--- src/shared/pdtlp_consts.svh ---
/*
  Constants for the prescaled down timer: register offsets, field positions,
  reset values and vector addresses. Assumes inclusion by bare name.
*/
`ifndef PDTLP_CONSTS_SVH
`define PDTLP_CONSTS_SVH
`define PDTLP_OFF_CONTROL      8'h00
`define PDTLP_OFF_COUNTER      8'h04
`define PDTLP_OFF_CORE         8'h08
`define PDTLP_OFF_VECTOR       8'h0C
`define PDTLP_BIT_REQ          7
`define PDTLP_BIT_MASK         6
`define PDTLP_BIT_SRC          5
`define PDTLP_BIT_PIN          4
`define PDTLP_BIT_PCLR         3
`define PDTLP_CORE_STOP        0
`define PDTLP_CORE_WAIT        1
`define PDTLP_CORE_IMASK       2
`define PDTLP_CORE_SWI         3
`define PDTLP_CORE_EXTREQ      4
`define PDTLP_CORE_ACK         5
`define PDTLP_VEC_WAIT_TIMER   12'h07F6
`define PDTLP_VEC_TIMER        12'h07F8
`define PDTLP_VEC_EXT          12'h07FA
`define PDTLP_VEC_SWI          12'h07FC
`define PDTLP_VEC_RESET        12'h07FE
`define PDTLP_RST_MASK         1'b1
`define PDTLP_RST_REQ          1'b0
`define PDTLP_RST_IMASK        1'b1
`define PDTLP_RESP_OKAY        2'b00
`define PDTLP_RESP_SLVERR      2'b10
`endif

--- src/shared/pdtlp_pkg.sv ---
/*
  Types for the prescaled down timer. Assumes pdtlp_consts.svh for numbers.
*/
package pdtlp_pkg;
  typedef enum logic [1:0] {
    PDTLP_RUN  = 2'b00,
    PDTLP_WAIT = 2'b01,
    PDTLP_STOP = 2'b11
  } pdtlp_mode_type;

  typedef struct packed {
    logic           awv;
    logic [7:0]     awa;
    logic           wv;
    logic [31:0]    wd;
    logic [3:0]     ws;
    logic           bvalid;
    logic [1:0]     bresp;
    logic           rvalid;
    logic [31:0]    rdata;
    logic [1:0]     rresp;
    logic           req;
    logic           mask;
    logic           src;
    logic           pin_en;
    logic [2:0]     div;
    logic [6:0]     presc;
    logic [7:0]     count;
    logic           imask;
    logic           ext_pend;
    logic           swi_pend;
    logic [11:0]    vector;
    logic           vec_valid;
    pdtlp_mode_type mode;
    logic           pin_s1;
    logic           pin_s2;
    logic           pin_s3;
  } pdtlp_state_type;
endpackage

--- src/core/pdtlp_timer.sv ---
/*
  Prescaled 8-bit down timer with control register, interrupt arbitration
  toward the core and stop and wait handling, reached over AXI4-Lite.
  Assumes one clock at 25 MHz, synchronous active-low reset, an asynchronous
  timer pin, and a core that drives its own instruction flow.
*/
// Decided for this implementation: the AXI4-Lite slave port and the address map.
`include "pdtlp_consts.svh"
// Summary of operation
// - Eight-bit preloadable down counter, seven-bit prescaler
// - Count one to zero sets request flag
// - Interrupt only when both masks clear
// - Timer vector 7F8, from wait 7F6
// - Counter wraps after zero, keeps counting
// - Counter read stable, does not disturb
// - Flag sticky until software clears it
// - Divide select picks ratio 1 to 128
// - Bit 3 write clears prescaler, reads zero
// - Mode 00 counts instruction clock, also in wait
// - Mode 01 pin-gated clock; mode 10 disabled
// - Mode 11 counts pin falling edges
// - Flag set by zero or write, cleared likewise
// - Mask set by reset, stop or write
// - Select bits survive reset; bit 3 write-only
// - Count undefined after power-on, held through stop
// - Stop freezes timer until external request, wait write or reset
// - Stop clears global mask and flag, sets timer mask
// - Wait keeps timer, clears global mask
// - External wins; timer then uses normal vector
// - Software interrupt ignores mask, vector 7FC
// - Reset vectors 7FE and sets global mask
// - Global mask blocks, requests stay latched
module pdtlp_timer (
  // Clock and reset
  input  wire logic        aclk,
  input  wire logic        aresetn,
  // AXI4-Lite write
  input  wire logic        s_axi_awvalid,
  output logic             s_axi_awready,
  input  wire logic [7:0]  s_axi_awaddr,
  input  wire logic        s_axi_wvalid,
  output logic             s_axi_wready,
  input  wire logic [31:0] s_axi_wdata,
  input  wire logic [3:0]  s_axi_wstrb,
  output logic             s_axi_bvalid,
  input  wire logic        s_axi_bready,
  output logic [1:0]       s_axi_bresp,
  // AXI4-Lite read
  input  wire logic        s_axi_arvalid,
  output logic             s_axi_arready,
  input  wire logic [7:0]  s_axi_araddr,
  output logic             s_axi_rvalid,
  input  wire logic        s_axi_rready,
  output logic [31:0]      s_axi_rdata,
  output logic [1:0]       s_axi_rresp,
  // Timer pin
  input  wire logic        timer_pin,
  // Core side
  output logic             timer_irq,
  output logic [11:0]      irq_vector,
  output logic             irq_vector_valid,
  output logic             core_clock_run
);
  pdtlp_pkg::pdtlp_state_type q, d;

  logic       wr_go;
  logic       rd_go;
  logic       tick_in;
  logic       tap;
  logic [7:0] cdata;
  logic [7:0] core_data;
  logic [7:0] presc_nx;
  logic       pin_fall;
  logic       core_wr;

  assign s_axi_awready = !q.awv && !q.bvalid;
  assign s_axi_wready  = !q.wv && !q.bvalid;
  assign s_axi_arready = !q.rvalid;
  assign s_axi_bvalid  = q.bvalid;
  assign s_axi_bresp   = q.bresp;
  assign s_axi_rvalid  = q.rvalid;
  assign s_axi_rdata   = q.rdata;
  assign s_axi_rresp   = q.rresp;
  assign irq_vector       = q.vector;
  assign irq_vector_valid = q.vec_valid;
  // Stop halts everything; wait halts the core but not the timer
  assign core_clock_run   = (q.mode == pdtlp_pkg::PDTLP_RUN);
  assign timer_irq = q.req && !q.mask && !q.imask;

  assign wr_go    = q.awv && q.wv && !q.bvalid;
  assign rd_go    = s_axi_arvalid && !q.rvalid;
  assign pin_fall = q.pin_s3 && !q.pin_s2;
  assign core_wr  = wr_go && q.awa[7:2] == `PDTLP_OFF_CORE >> 2 && q.ws[0];
  assign cdata    = {q.req, q.mask, q.src, q.pin_en, 1'b0, q.div};
  assign core_data = {2'b00, q.ext_pend, q.swi_pend, q.imask, 1'b0, q.mode};

  always_comb begin
    // Input selection; stop freezes the whole chain
    unique case ({q.src, q.pin_en})
      2'b00:   tick_in = 1'b1;
      2'b01:   tick_in = q.pin_s2;
      2'b10:   tick_in = 1'b0;
      default: tick_in = pin_fall;
    endcase
    if (q.mode == pdtlp_pkg::PDTLP_STOP) begin
      tick_in = 1'b0;
    end
  end

  always_comb begin
    // A tap pulses when every lower prescaler bit is one at a step
    presc_nx = {1'b0, q.presc} + 8'h01;
    tap = tick_in;
    for (int i = 0; i < 7; i++) begin
      if (i < int'(q.div)) begin
        tap = tap & q.presc[i];
      end
    end
  end

  always_comb begin
    d = q;
    d.pin_s1 = timer_pin;
    d.pin_s2 = q.pin_s1;
    d.pin_s3 = q.pin_s2;
    if (s_axi_awvalid && s_axi_awready) begin
      d.awv = 1'b1;
      d.awa = s_axi_awaddr;
    end
    if (s_axi_wvalid && s_axi_wready) begin
      d.wv = 1'b1;
      d.wd = s_axi_wdata;
      d.ws = s_axi_wstrb;
    end
    if (s_axi_bvalid && s_axi_bready) begin
      d.bvalid = 1'b0;
    end
    if (s_axi_rvalid && s_axi_rready) begin
      d.rvalid = 1'b0;
    end

    // Prescaler and counter
    if (tick_in) begin
      d.presc = presc_nx[6:0];
    end
    if (tap) begin
      d.count = q.count - 8'h01;
      if (q.count == 8'h01) begin
        d.req = 1'b1;
      end
    end
    if (q.mode == pdtlp_pkg::PDTLP_STOP) begin
      // Leaving stop needs an external request or a core write with the wait bit
      if (q.ext_pend) begin
        d.mode = pdtlp_pkg::PDTLP_RUN;
      end
    end else if (q.mode == pdtlp_pkg::PDTLP_WAIT && (q.ext_pend || (q.req && !q.mask))) begin
      d.mode = pdtlp_pkg::PDTLP_RUN;
    end

    // Register writes; hardware flag set wins over a control register clear, not over stop entry
    d.bresp = `PDTLP_RESP_OKAY;
    if (wr_go) begin
      d.awv = 1'b0;
      d.wv = 1'b0;
      d.bvalid = 1'b1;
      if (q.awa[7:2] == `PDTLP_OFF_CONTROL >> 2 && q.ws[0]) begin
        d.req    = q.wd[`PDTLP_BIT_REQ] || (tap && q.count == 8'h01);
        d.mask   = q.wd[`PDTLP_BIT_MASK];
        d.src    = q.wd[`PDTLP_BIT_SRC];
        d.pin_en = q.wd[`PDTLP_BIT_PIN];
        d.div    = q.wd[2:0];
        if (q.wd[`PDTLP_BIT_PCLR]) begin
          d.presc = 7'h00;
        end
      end else if (q.awa[7:2] == `PDTLP_OFF_COUNTER >> 2 && q.ws[0]) begin
        d.count = q.wd[7:0];
      end else if (q.awa[7:2] == `PDTLP_OFF_CORE >> 2 && q.ws[0]) begin
        if (q.wd[`PDTLP_CORE_STOP]) begin
          d.mode  = pdtlp_pkg::PDTLP_STOP;
          d.imask = 1'b0;
          d.req   = 1'b0;
          d.mask  = 1'b1;
        end else if (q.wd[`PDTLP_CORE_WAIT]) begin
          d.mode  = pdtlp_pkg::PDTLP_WAIT;
          d.imask = 1'b0;
        end else begin
          d.imask = q.wd[`PDTLP_CORE_IMASK];
        end
        if (q.wd[`PDTLP_CORE_SWI]) begin
          d.swi_pend = 1'b1;
        end
        if (q.wd[`PDTLP_CORE_EXTREQ]) begin
          d.ext_pend = 1'b1;
        end
        if (q.wd[`PDTLP_CORE_ACK]) begin
          d.vec_valid = 1'b0;
        end
      end else if (q.awa[7:2] != `PDTLP_OFF_VECTOR >> 2) begin
        d.bresp = `PDTLP_RESP_SLVERR;
      end else begin
        d.bresp = `PDTLP_RESP_SLVERR;
      end
    end

    // Vector arbitration: swi, then external, then timer
    if (!q.vec_valid && q.mode != pdtlp_pkg::PDTLP_STOP) begin
      if (q.swi_pend) begin
        // A request written in this very cycle must survive the service
        d.vector    = `PDTLP_VEC_SWI;
        d.vec_valid = 1'b1;
        d.swi_pend  = core_wr && q.wd[`PDTLP_CORE_SWI];
        d.imask     = 1'b1;
      end else if (q.ext_pend && !q.imask) begin
        d.vector    = `PDTLP_VEC_EXT;
        d.vec_valid = 1'b1;
        d.ext_pend  = core_wr && q.wd[`PDTLP_CORE_EXTREQ];
        d.imask     = 1'b1;
        d.mode      = pdtlp_pkg::PDTLP_RUN;
      end else if (timer_irq) begin
        // Wait vector only while still waiting
        d.vector    = (q.mode == pdtlp_pkg::PDTLP_WAIT) ? `PDTLP_VEC_WAIT_TIMER : `PDTLP_VEC_TIMER;
        d.vec_valid = 1'b1;
        d.imask     = 1'b1;
        d.mode      = pdtlp_pkg::PDTLP_RUN;
      end
    end

    // Reads return registered copies, count unaffected
    if (rd_go) begin
      d.rvalid = 1'b1;
      d.rresp  = `PDTLP_RESP_OKAY;
      d.rdata  = 32'h0000_0000;
      unique case (s_axi_araddr[7:2])
        `PDTLP_OFF_CONTROL >> 2: d.rdata[7:0] = cdata;
        `PDTLP_OFF_COUNTER >> 2: d.rdata[7:0] = q.count;
        `PDTLP_OFF_CORE >> 2:    d.rdata[7:0] = core_data;
        `PDTLP_OFF_VECTOR >> 2:  d.rdata[12:0] = {q.vec_valid, q.vector};
        default:                 d.rresp = `PDTLP_RESP_SLVERR;
      endcase
    end

    if (!aresetn) begin
      // Select bits, prescaler and count are left alone
      d.awv       = 1'b0;
      d.wv        = 1'b0;
      d.bvalid    = 1'b0;
      d.rvalid    = 1'b0;
      d.req       = `PDTLP_RST_REQ;
      d.mask      = `PDTLP_RST_MASK;
      d.imask     = `PDTLP_RST_IMASK;
      d.ext_pend  = 1'b0;
      d.swi_pend  = 1'b0;
      d.mode      = pdtlp_pkg::PDTLP_RUN;
      d.vector    = `PDTLP_VEC_RESET;
      d.vec_valid = 1'b1;
    end
  end

  // Reset is synchronous and sits inside the next-state logic; count is
  // not reinitialised, so it is undefined after power-up and held through stop
  always_ff @(posedge aclk) begin
    q <= d;
  end
endmodule

--- config.mk ---
export PLATFORM = sky130hd
export DESIGN_NAME = pdtlp_timer
export DESIGN_NICKNAME = d
export VERILOG_FILES = /design/src/shared/pdtlp_pkg.sv /design/src/core/pdtlp_timer.sv
export VERILOG_INCLUDE_DIRS = /design/src /design/src/shared
export SDC_FILE = /design/constraint.sdc
export NUM_CORES = 1
export LEC_CHECK = 0
export BUFFER_PORTS_ARGS = -buffer_cell sky130_fd_sc_hd__buf_2
export CAP_MARGIN = 20
export CORE_MARGIN = 2
export CORE_UTILIZATION = 45
export DETAILED_ROUTE_END_ITERATION = 10
export PLACE_DENSITY = 0.84
export SYNTH_ARGS = -nofsm -noshare
export SYNTH_HDL_FRONTEND = slang
export SYNTH_SLANG_ARGS = --single-unit
--- constraint.sdc ---
create_clock -name aclk -period 2.43 [get_ports aclk]
set_input_delay 0.243 -clock aclk [delete_from_list [all_inputs] [get_ports aclk]]
set_output_delay 0.243 -clock aclk [all_outputs]
set_load 0.02 [all_outputs]
# Word-level counts from Yosys, hierarchy flattened
# Cells that the tools add are included.
[classes] n_addsub=2 order_cmp=7 eq_ne=12 muxes=60 n_bitwise=9 reduce_logical=48
[ops] operator="35-bit two-way mux" count=1
[ops] operator="8-bit one-hot mux with 4 select lines" count=1
[ops] operator="15-bit two-way mux" count=2
[ops] operator="2-bit two-way mux" count=14
[ops] operator="25-bit two-way mux" count=1
[ops] operator="1-bit logical AND" count=23
[ops] operator="1-bit two-way mux" count=23
[ops] operator="3-bit two-way mux" count=7
[ops] operator="6-bit by 2-bit == test with 1-bit output (second input constant)" count=3
[ops] operator="18-bit two-way mux" count=1
[ops] operator="8-bit two-way mux" count=2
[ops] operator="7-bit two-way mux" count=2
[ops] operator="13-bit two-way mux" count=1
[ops] operator="6-bit by 1-bit == test with 1-bit output (second input constant)" count=2
[ops] operator="6-bit logical NOT" count=2
[ops] operator="12-bit two-way mux" count=1
[ops] operator="11-bit two-way mux" count=1
[ops] operator="3-bit less-than comparator (first input constant)" count=3
[ops] operator="8-bit by 1-bit == test with 1-bit output (second input constant)" count=1
[ops] operator="1-bit logical NOT" count=8
[ops] operator="2-bit nonzero test" count=4
[ops] operator="8-bit by 1-bit subtractor with 8-bit output (second input constant)" count=1
[ops] operator="7-bit by 1-bit adder with 7-bit output (second input constant)" count=1
[ops] operator="1-bit bitwise AND" count=7
[ops] operator="other kinds (17)" count=26
[word_totals] ff_bits=81 in_bits=60 output_inout_bits=56 wordCells=165

# Depth between registers and ports, before layout
[logic_depth] word_depth=28 mapped_depth=10 ltp_nobuf=9

# Worst setup path after synthesis
# No wires, ideal clock.
[synth_timing] path_kind="reg-to-reg" startpoint="reg q (netlist bit cdata[4])" endpoint="reg q[26] (netlist name)" setup_time_ns=0.062 arrival_time_ns=2.227 t_required_ns=2.368 setup_slack_ns=0.141 stages_incl_launch_ff=11 path_buffers=1 period_less_slack_ns=2.289 path_cell_list="edfxtp_1 > nor2b_1 > mux2i_1 > and2_1 > clkbuf_1 > ha_1 > o21ai_0 > a311oi_2 > o211ai_2 > or4_1 > nand3_1"
[synth_lines] item="start: declaration" line_no="pdtlp_timer.sv:64" text="pdtlp_pkg::pdtlp_state_type q, d;"
[synth_lines] item="start signal: assignment" line_no="pdtlp_timer.sv:263" text="q <= d;"

==> flow_metrics.py <==
metrics = {
    "placed_design": {
        "place_hpwl_um": 4480,
        "routabilityCongestion": 0.876,
        "port_buffers": 60,
        "placed_area_um2": 3390,
    },
    "critical_path": {
        "path_class": "reg2reg",
        "crit_buf_inv": 1,
        "cp_num_cells": 10,
        "required_ns": 2.72,
        "crit_chain": "nor2b_4 > mux2i_2 > and2_4 > ha_1 > o21ai_0 > a311oi_2 > buf_4 > o211ai_2 > or4_1 > nand3_1",
        "worstSetupStartpointType": "flip-flop",
        "critPathMaxStageDelay_ns": 0.49,
        "cp_max_fo": 4,
        "crit_family": "simple AND/OR/NAND/NOR gates",
        "r2r_cells": 10,
        "arrival_ns": 2.58,
        "critPathCaptureType": "flip-flop",
        "cpMaxStageDelayCell": "or4_1",
    },
    "timing": {
        "finalHoldViolCount": 0,
        "finalSetupViolCount": 0,
        "rsz0062_at_grt": "false",
        "holdWs_ns": 0.0622,
        "max-slew-margin-rel_pct": 42.9,
        "worst_pin_slew_ns": 0.854,
        "tns_ns": 0,
        "fin_crit_sh_pct": 94.3,
        "fin_crit_ns": 2.29,
        "drv_slew": 0,
        "skew_ns": 0.00740,
        "timing.fmax_mhz": 436,
    },
    "yosys": {
        "async_flop_share_pct": 0,
        "synth_largest_area_cell": "edfxtp_1",
        "synth.area.top_cells": "edfxtp_1 29%, dfxtp_1 22%, buf_4 11%",
        "yosysSeqAreaShare_pct": 50.4,
        "syn_avg_cell_area_um2": 10.3,
        "ys.flop_type": "dfxtp_1",
        "synth_edf_count": 31,
        "yosys.area.top_type_share_pct": 28.7,
        "ys_warn_count": 0,
        "ys_ff_latch": 66,
        "syn_area_um2": 3240,
        "yosysUniqueCellTypes": 57,
        "synth_cells": 313,
    },
    "hold_path": {
        "hold-path-cell-count": 1,
        "hp-class": "in2reg",
    },
    "clock_tree": {
        "path_clk_slew_ns": 0.07,
        "root_buffer": "clkbuf_8",
        "cts_max_level": 3,
        "cts_buffer_depth": 2,
        "clock_sinks": 66,
        "insertion_delay_ns": 0.35,
        "cts-buffers-inserted": 9,
        "cts_tree": "yes",
    },
    "cells_and_area": {
        "syn_to_final_growth_pct": 12.1,
        "seqCellArea_um2": 1630,
        "design_area_um2": 3630,
        "final_core_util_pct": 52.8,
        "final_cell_mix": "60 x buf_2, 35 x dfxtp_1, 34 x nor2_1",
        "fillers": 600,
        "final_common_cell": "buf_2",
        "nets": 423,
        "multi_input_area_um2": 1310,
        "final_layout_size_suffix_gt1_share_pct": 27.2,
        "antennaDiodeCount": 0,
    },
    "floorplan": {
        "die_h_um": 88.8,
        "num_rows": 30,
        "fp.dieArea_um2": 7890,
        "ioPinCount": 116,
        "die_w_um": 88.8,
        "core_um2": 6870,
        "start_util_pct": 47.2,
    },
    "run": {
        "cap_violations": 0,
    },
    "drt": {
        "drt-total-wl_um": 5820,
        "avgViaCountPerCell": 4.96,
        "drtAntennaViolNets": 0,
        "wl_per_cell_um": 12.6,
        "num_vias": 2281,
        "drt_pre_antenna_iters": 4,
        "drc": 0,
        "drt-initial-drc-count": 85,
    },
    "pwr": {
        "p_leak_nw": 1.46,
        "powerDensity_nw_per_um2": 801,
        "ir_drop_mv": 0.423,
        "finalPower_w": 0.00291,
    },
    "grt": {
        "antenna_found_initial": 0,
        "track_usage_pct": 16.0,
        "grt_pass1_vias": 2090,
        "grt_pass1_wl_um": 9510,
        "grt_start_max_net_pins": 15,
        "grt-ovfl-total": 0,
    },
    "status": {
        "status": "finished clean",
    },
}
-- cells by family (layout without fill, tap and decap cells) --
kind of cell	Yosys count	after routing	synth area share [%]
muxes	11	11	4.60
buffers and inverters	60	88	12.6
AOI/OAI and AO/OA	43	43	9.12
and+or+nand+nor	121	121	19.8
other	1	24	0.116
xor gates and xnor gates	7	7	1.89
adders and majority gates	4	4	1.55
DFF	66	66	50.4
-- timing repair --
item / CTS / global route
gates resized for setup: 0 / 5
hold endpoints to repair: 1 / 0
endpoints found under the setup margin: 0 / 5
hold buffers: 1 / 0
setup buffers: 0 / 2
-- flip-flops by register name (all words and copies together) (netlist names) --
signal            cells
q                    33
s_axi_rresp           1
s_axi_rdata          10
s_axi_bvalid          1
irq_vector_valid      1
s_axi_bresp           1
irq_vector            4
d                     2
cdata                 7
s_axi_rvalid          1
core_data             5
-- report_power, final --
group	switching, W	internal [W]
Clock	0.000394	0.000498
Sequential	0.000171	0.00133
Combinational	0.000281	0.000231
-- metal layers --
metal	global-route usage (%)	part of all wire (%)	vias to the layer above
met5	0	0	-
met4	7.58	2.8	0
met3	5.22	7.4	14
met2	25.2	45	98
met1	19.8	45	1033
li1	-	-	1136
-- cells in the mapped netlist (2+ instances only) --
| master | n |
|---|---|
| a21boi_0 | 2 |
| a21oi_1 | 6 |
| a31oi_1 | 4 |
| and2_1 | 7 |
| and3_1 | 3 |
| and4_1 | 2 |
| buf_4 | 48 |
| clkbuf_1 | 5 |
| dfxtp_1 | 35 |
| edfxtp_1 | 31 |
| ha_1 | 4 |
| inv_1 | 5 |
| mux2i_1 | 7 |
| mux4_2 | 3 |
| nand2_1 | 24 |
| nand2b_1 | 6 |
| nand3_1 | 6 |
| nand3b_1 | 2 |
| nand4_1 | 4 |
| nor2_1 | 34 |
| nor2b_1 | 8 |
| nor3_1 | 3 |
| nor4_1 | 3 |
| o211ai_1 | 3 |
| o21a_1 | 2 |
| o21ai_0 | 13 |
| o22a_1 | 2 |
| o2bb2ai_1 | 2 |
| or2_2 | 2 |
| or3_1 | 4 |
| or4_1 | 2 |
| xor2_1 | 6 |
-- stage by stage --
step | cells | setup WS (ns)
final | 460 | 0.138
after global routing | 460 | 0.0114
after CTS | 458 | 0.0875
after floorplan | 336 | 0.141
after global placement | 441 | 0.199
after detailed placement | 441 | 0.119
-- worst register-to-register path, cell delays in order, from the launching register on --
cell	delay [ns]
edfxtp_1	0.35
nor2b_4	0.15
mux2i_2	0.25
and2_4	0.18
ha_1	0.13
o21ai_0	0.09
a311oi_2	0.24
buf_4	0.17
o211ai_2	0.10
or4_1	0.49
nand3_1	0.10
-- final timing paths --
kind	start	end	slack, ns
setup / recovery	cdata[4]$_DFFE_PP_	q[26]$_DFF_P_	0.14
hold / removal	s_axi_wdata[0]	q[85]$_DFFE_PP_	0.06
setup reg to reg	cdata[4]$_DFFE_PP_	q[26]$_DFF_P_	0.14
hold reg to reg	d[1]$_DFF_P_	d[0]$_DFF_P_	0.33
-- cell type report --
class / instances / area share, %
clock inverters: 5 / 1.48
flip-flops and latches: 66 / 44.9
repair buffers: 67 / 9.79
multi-input cells: 210 / 36.1
inverters: 5 / 0.517
clock buffers: 11 / 3.90
well taps: 96 / 3.31
No activity file was read; power rests on OpenSTA's default activity.
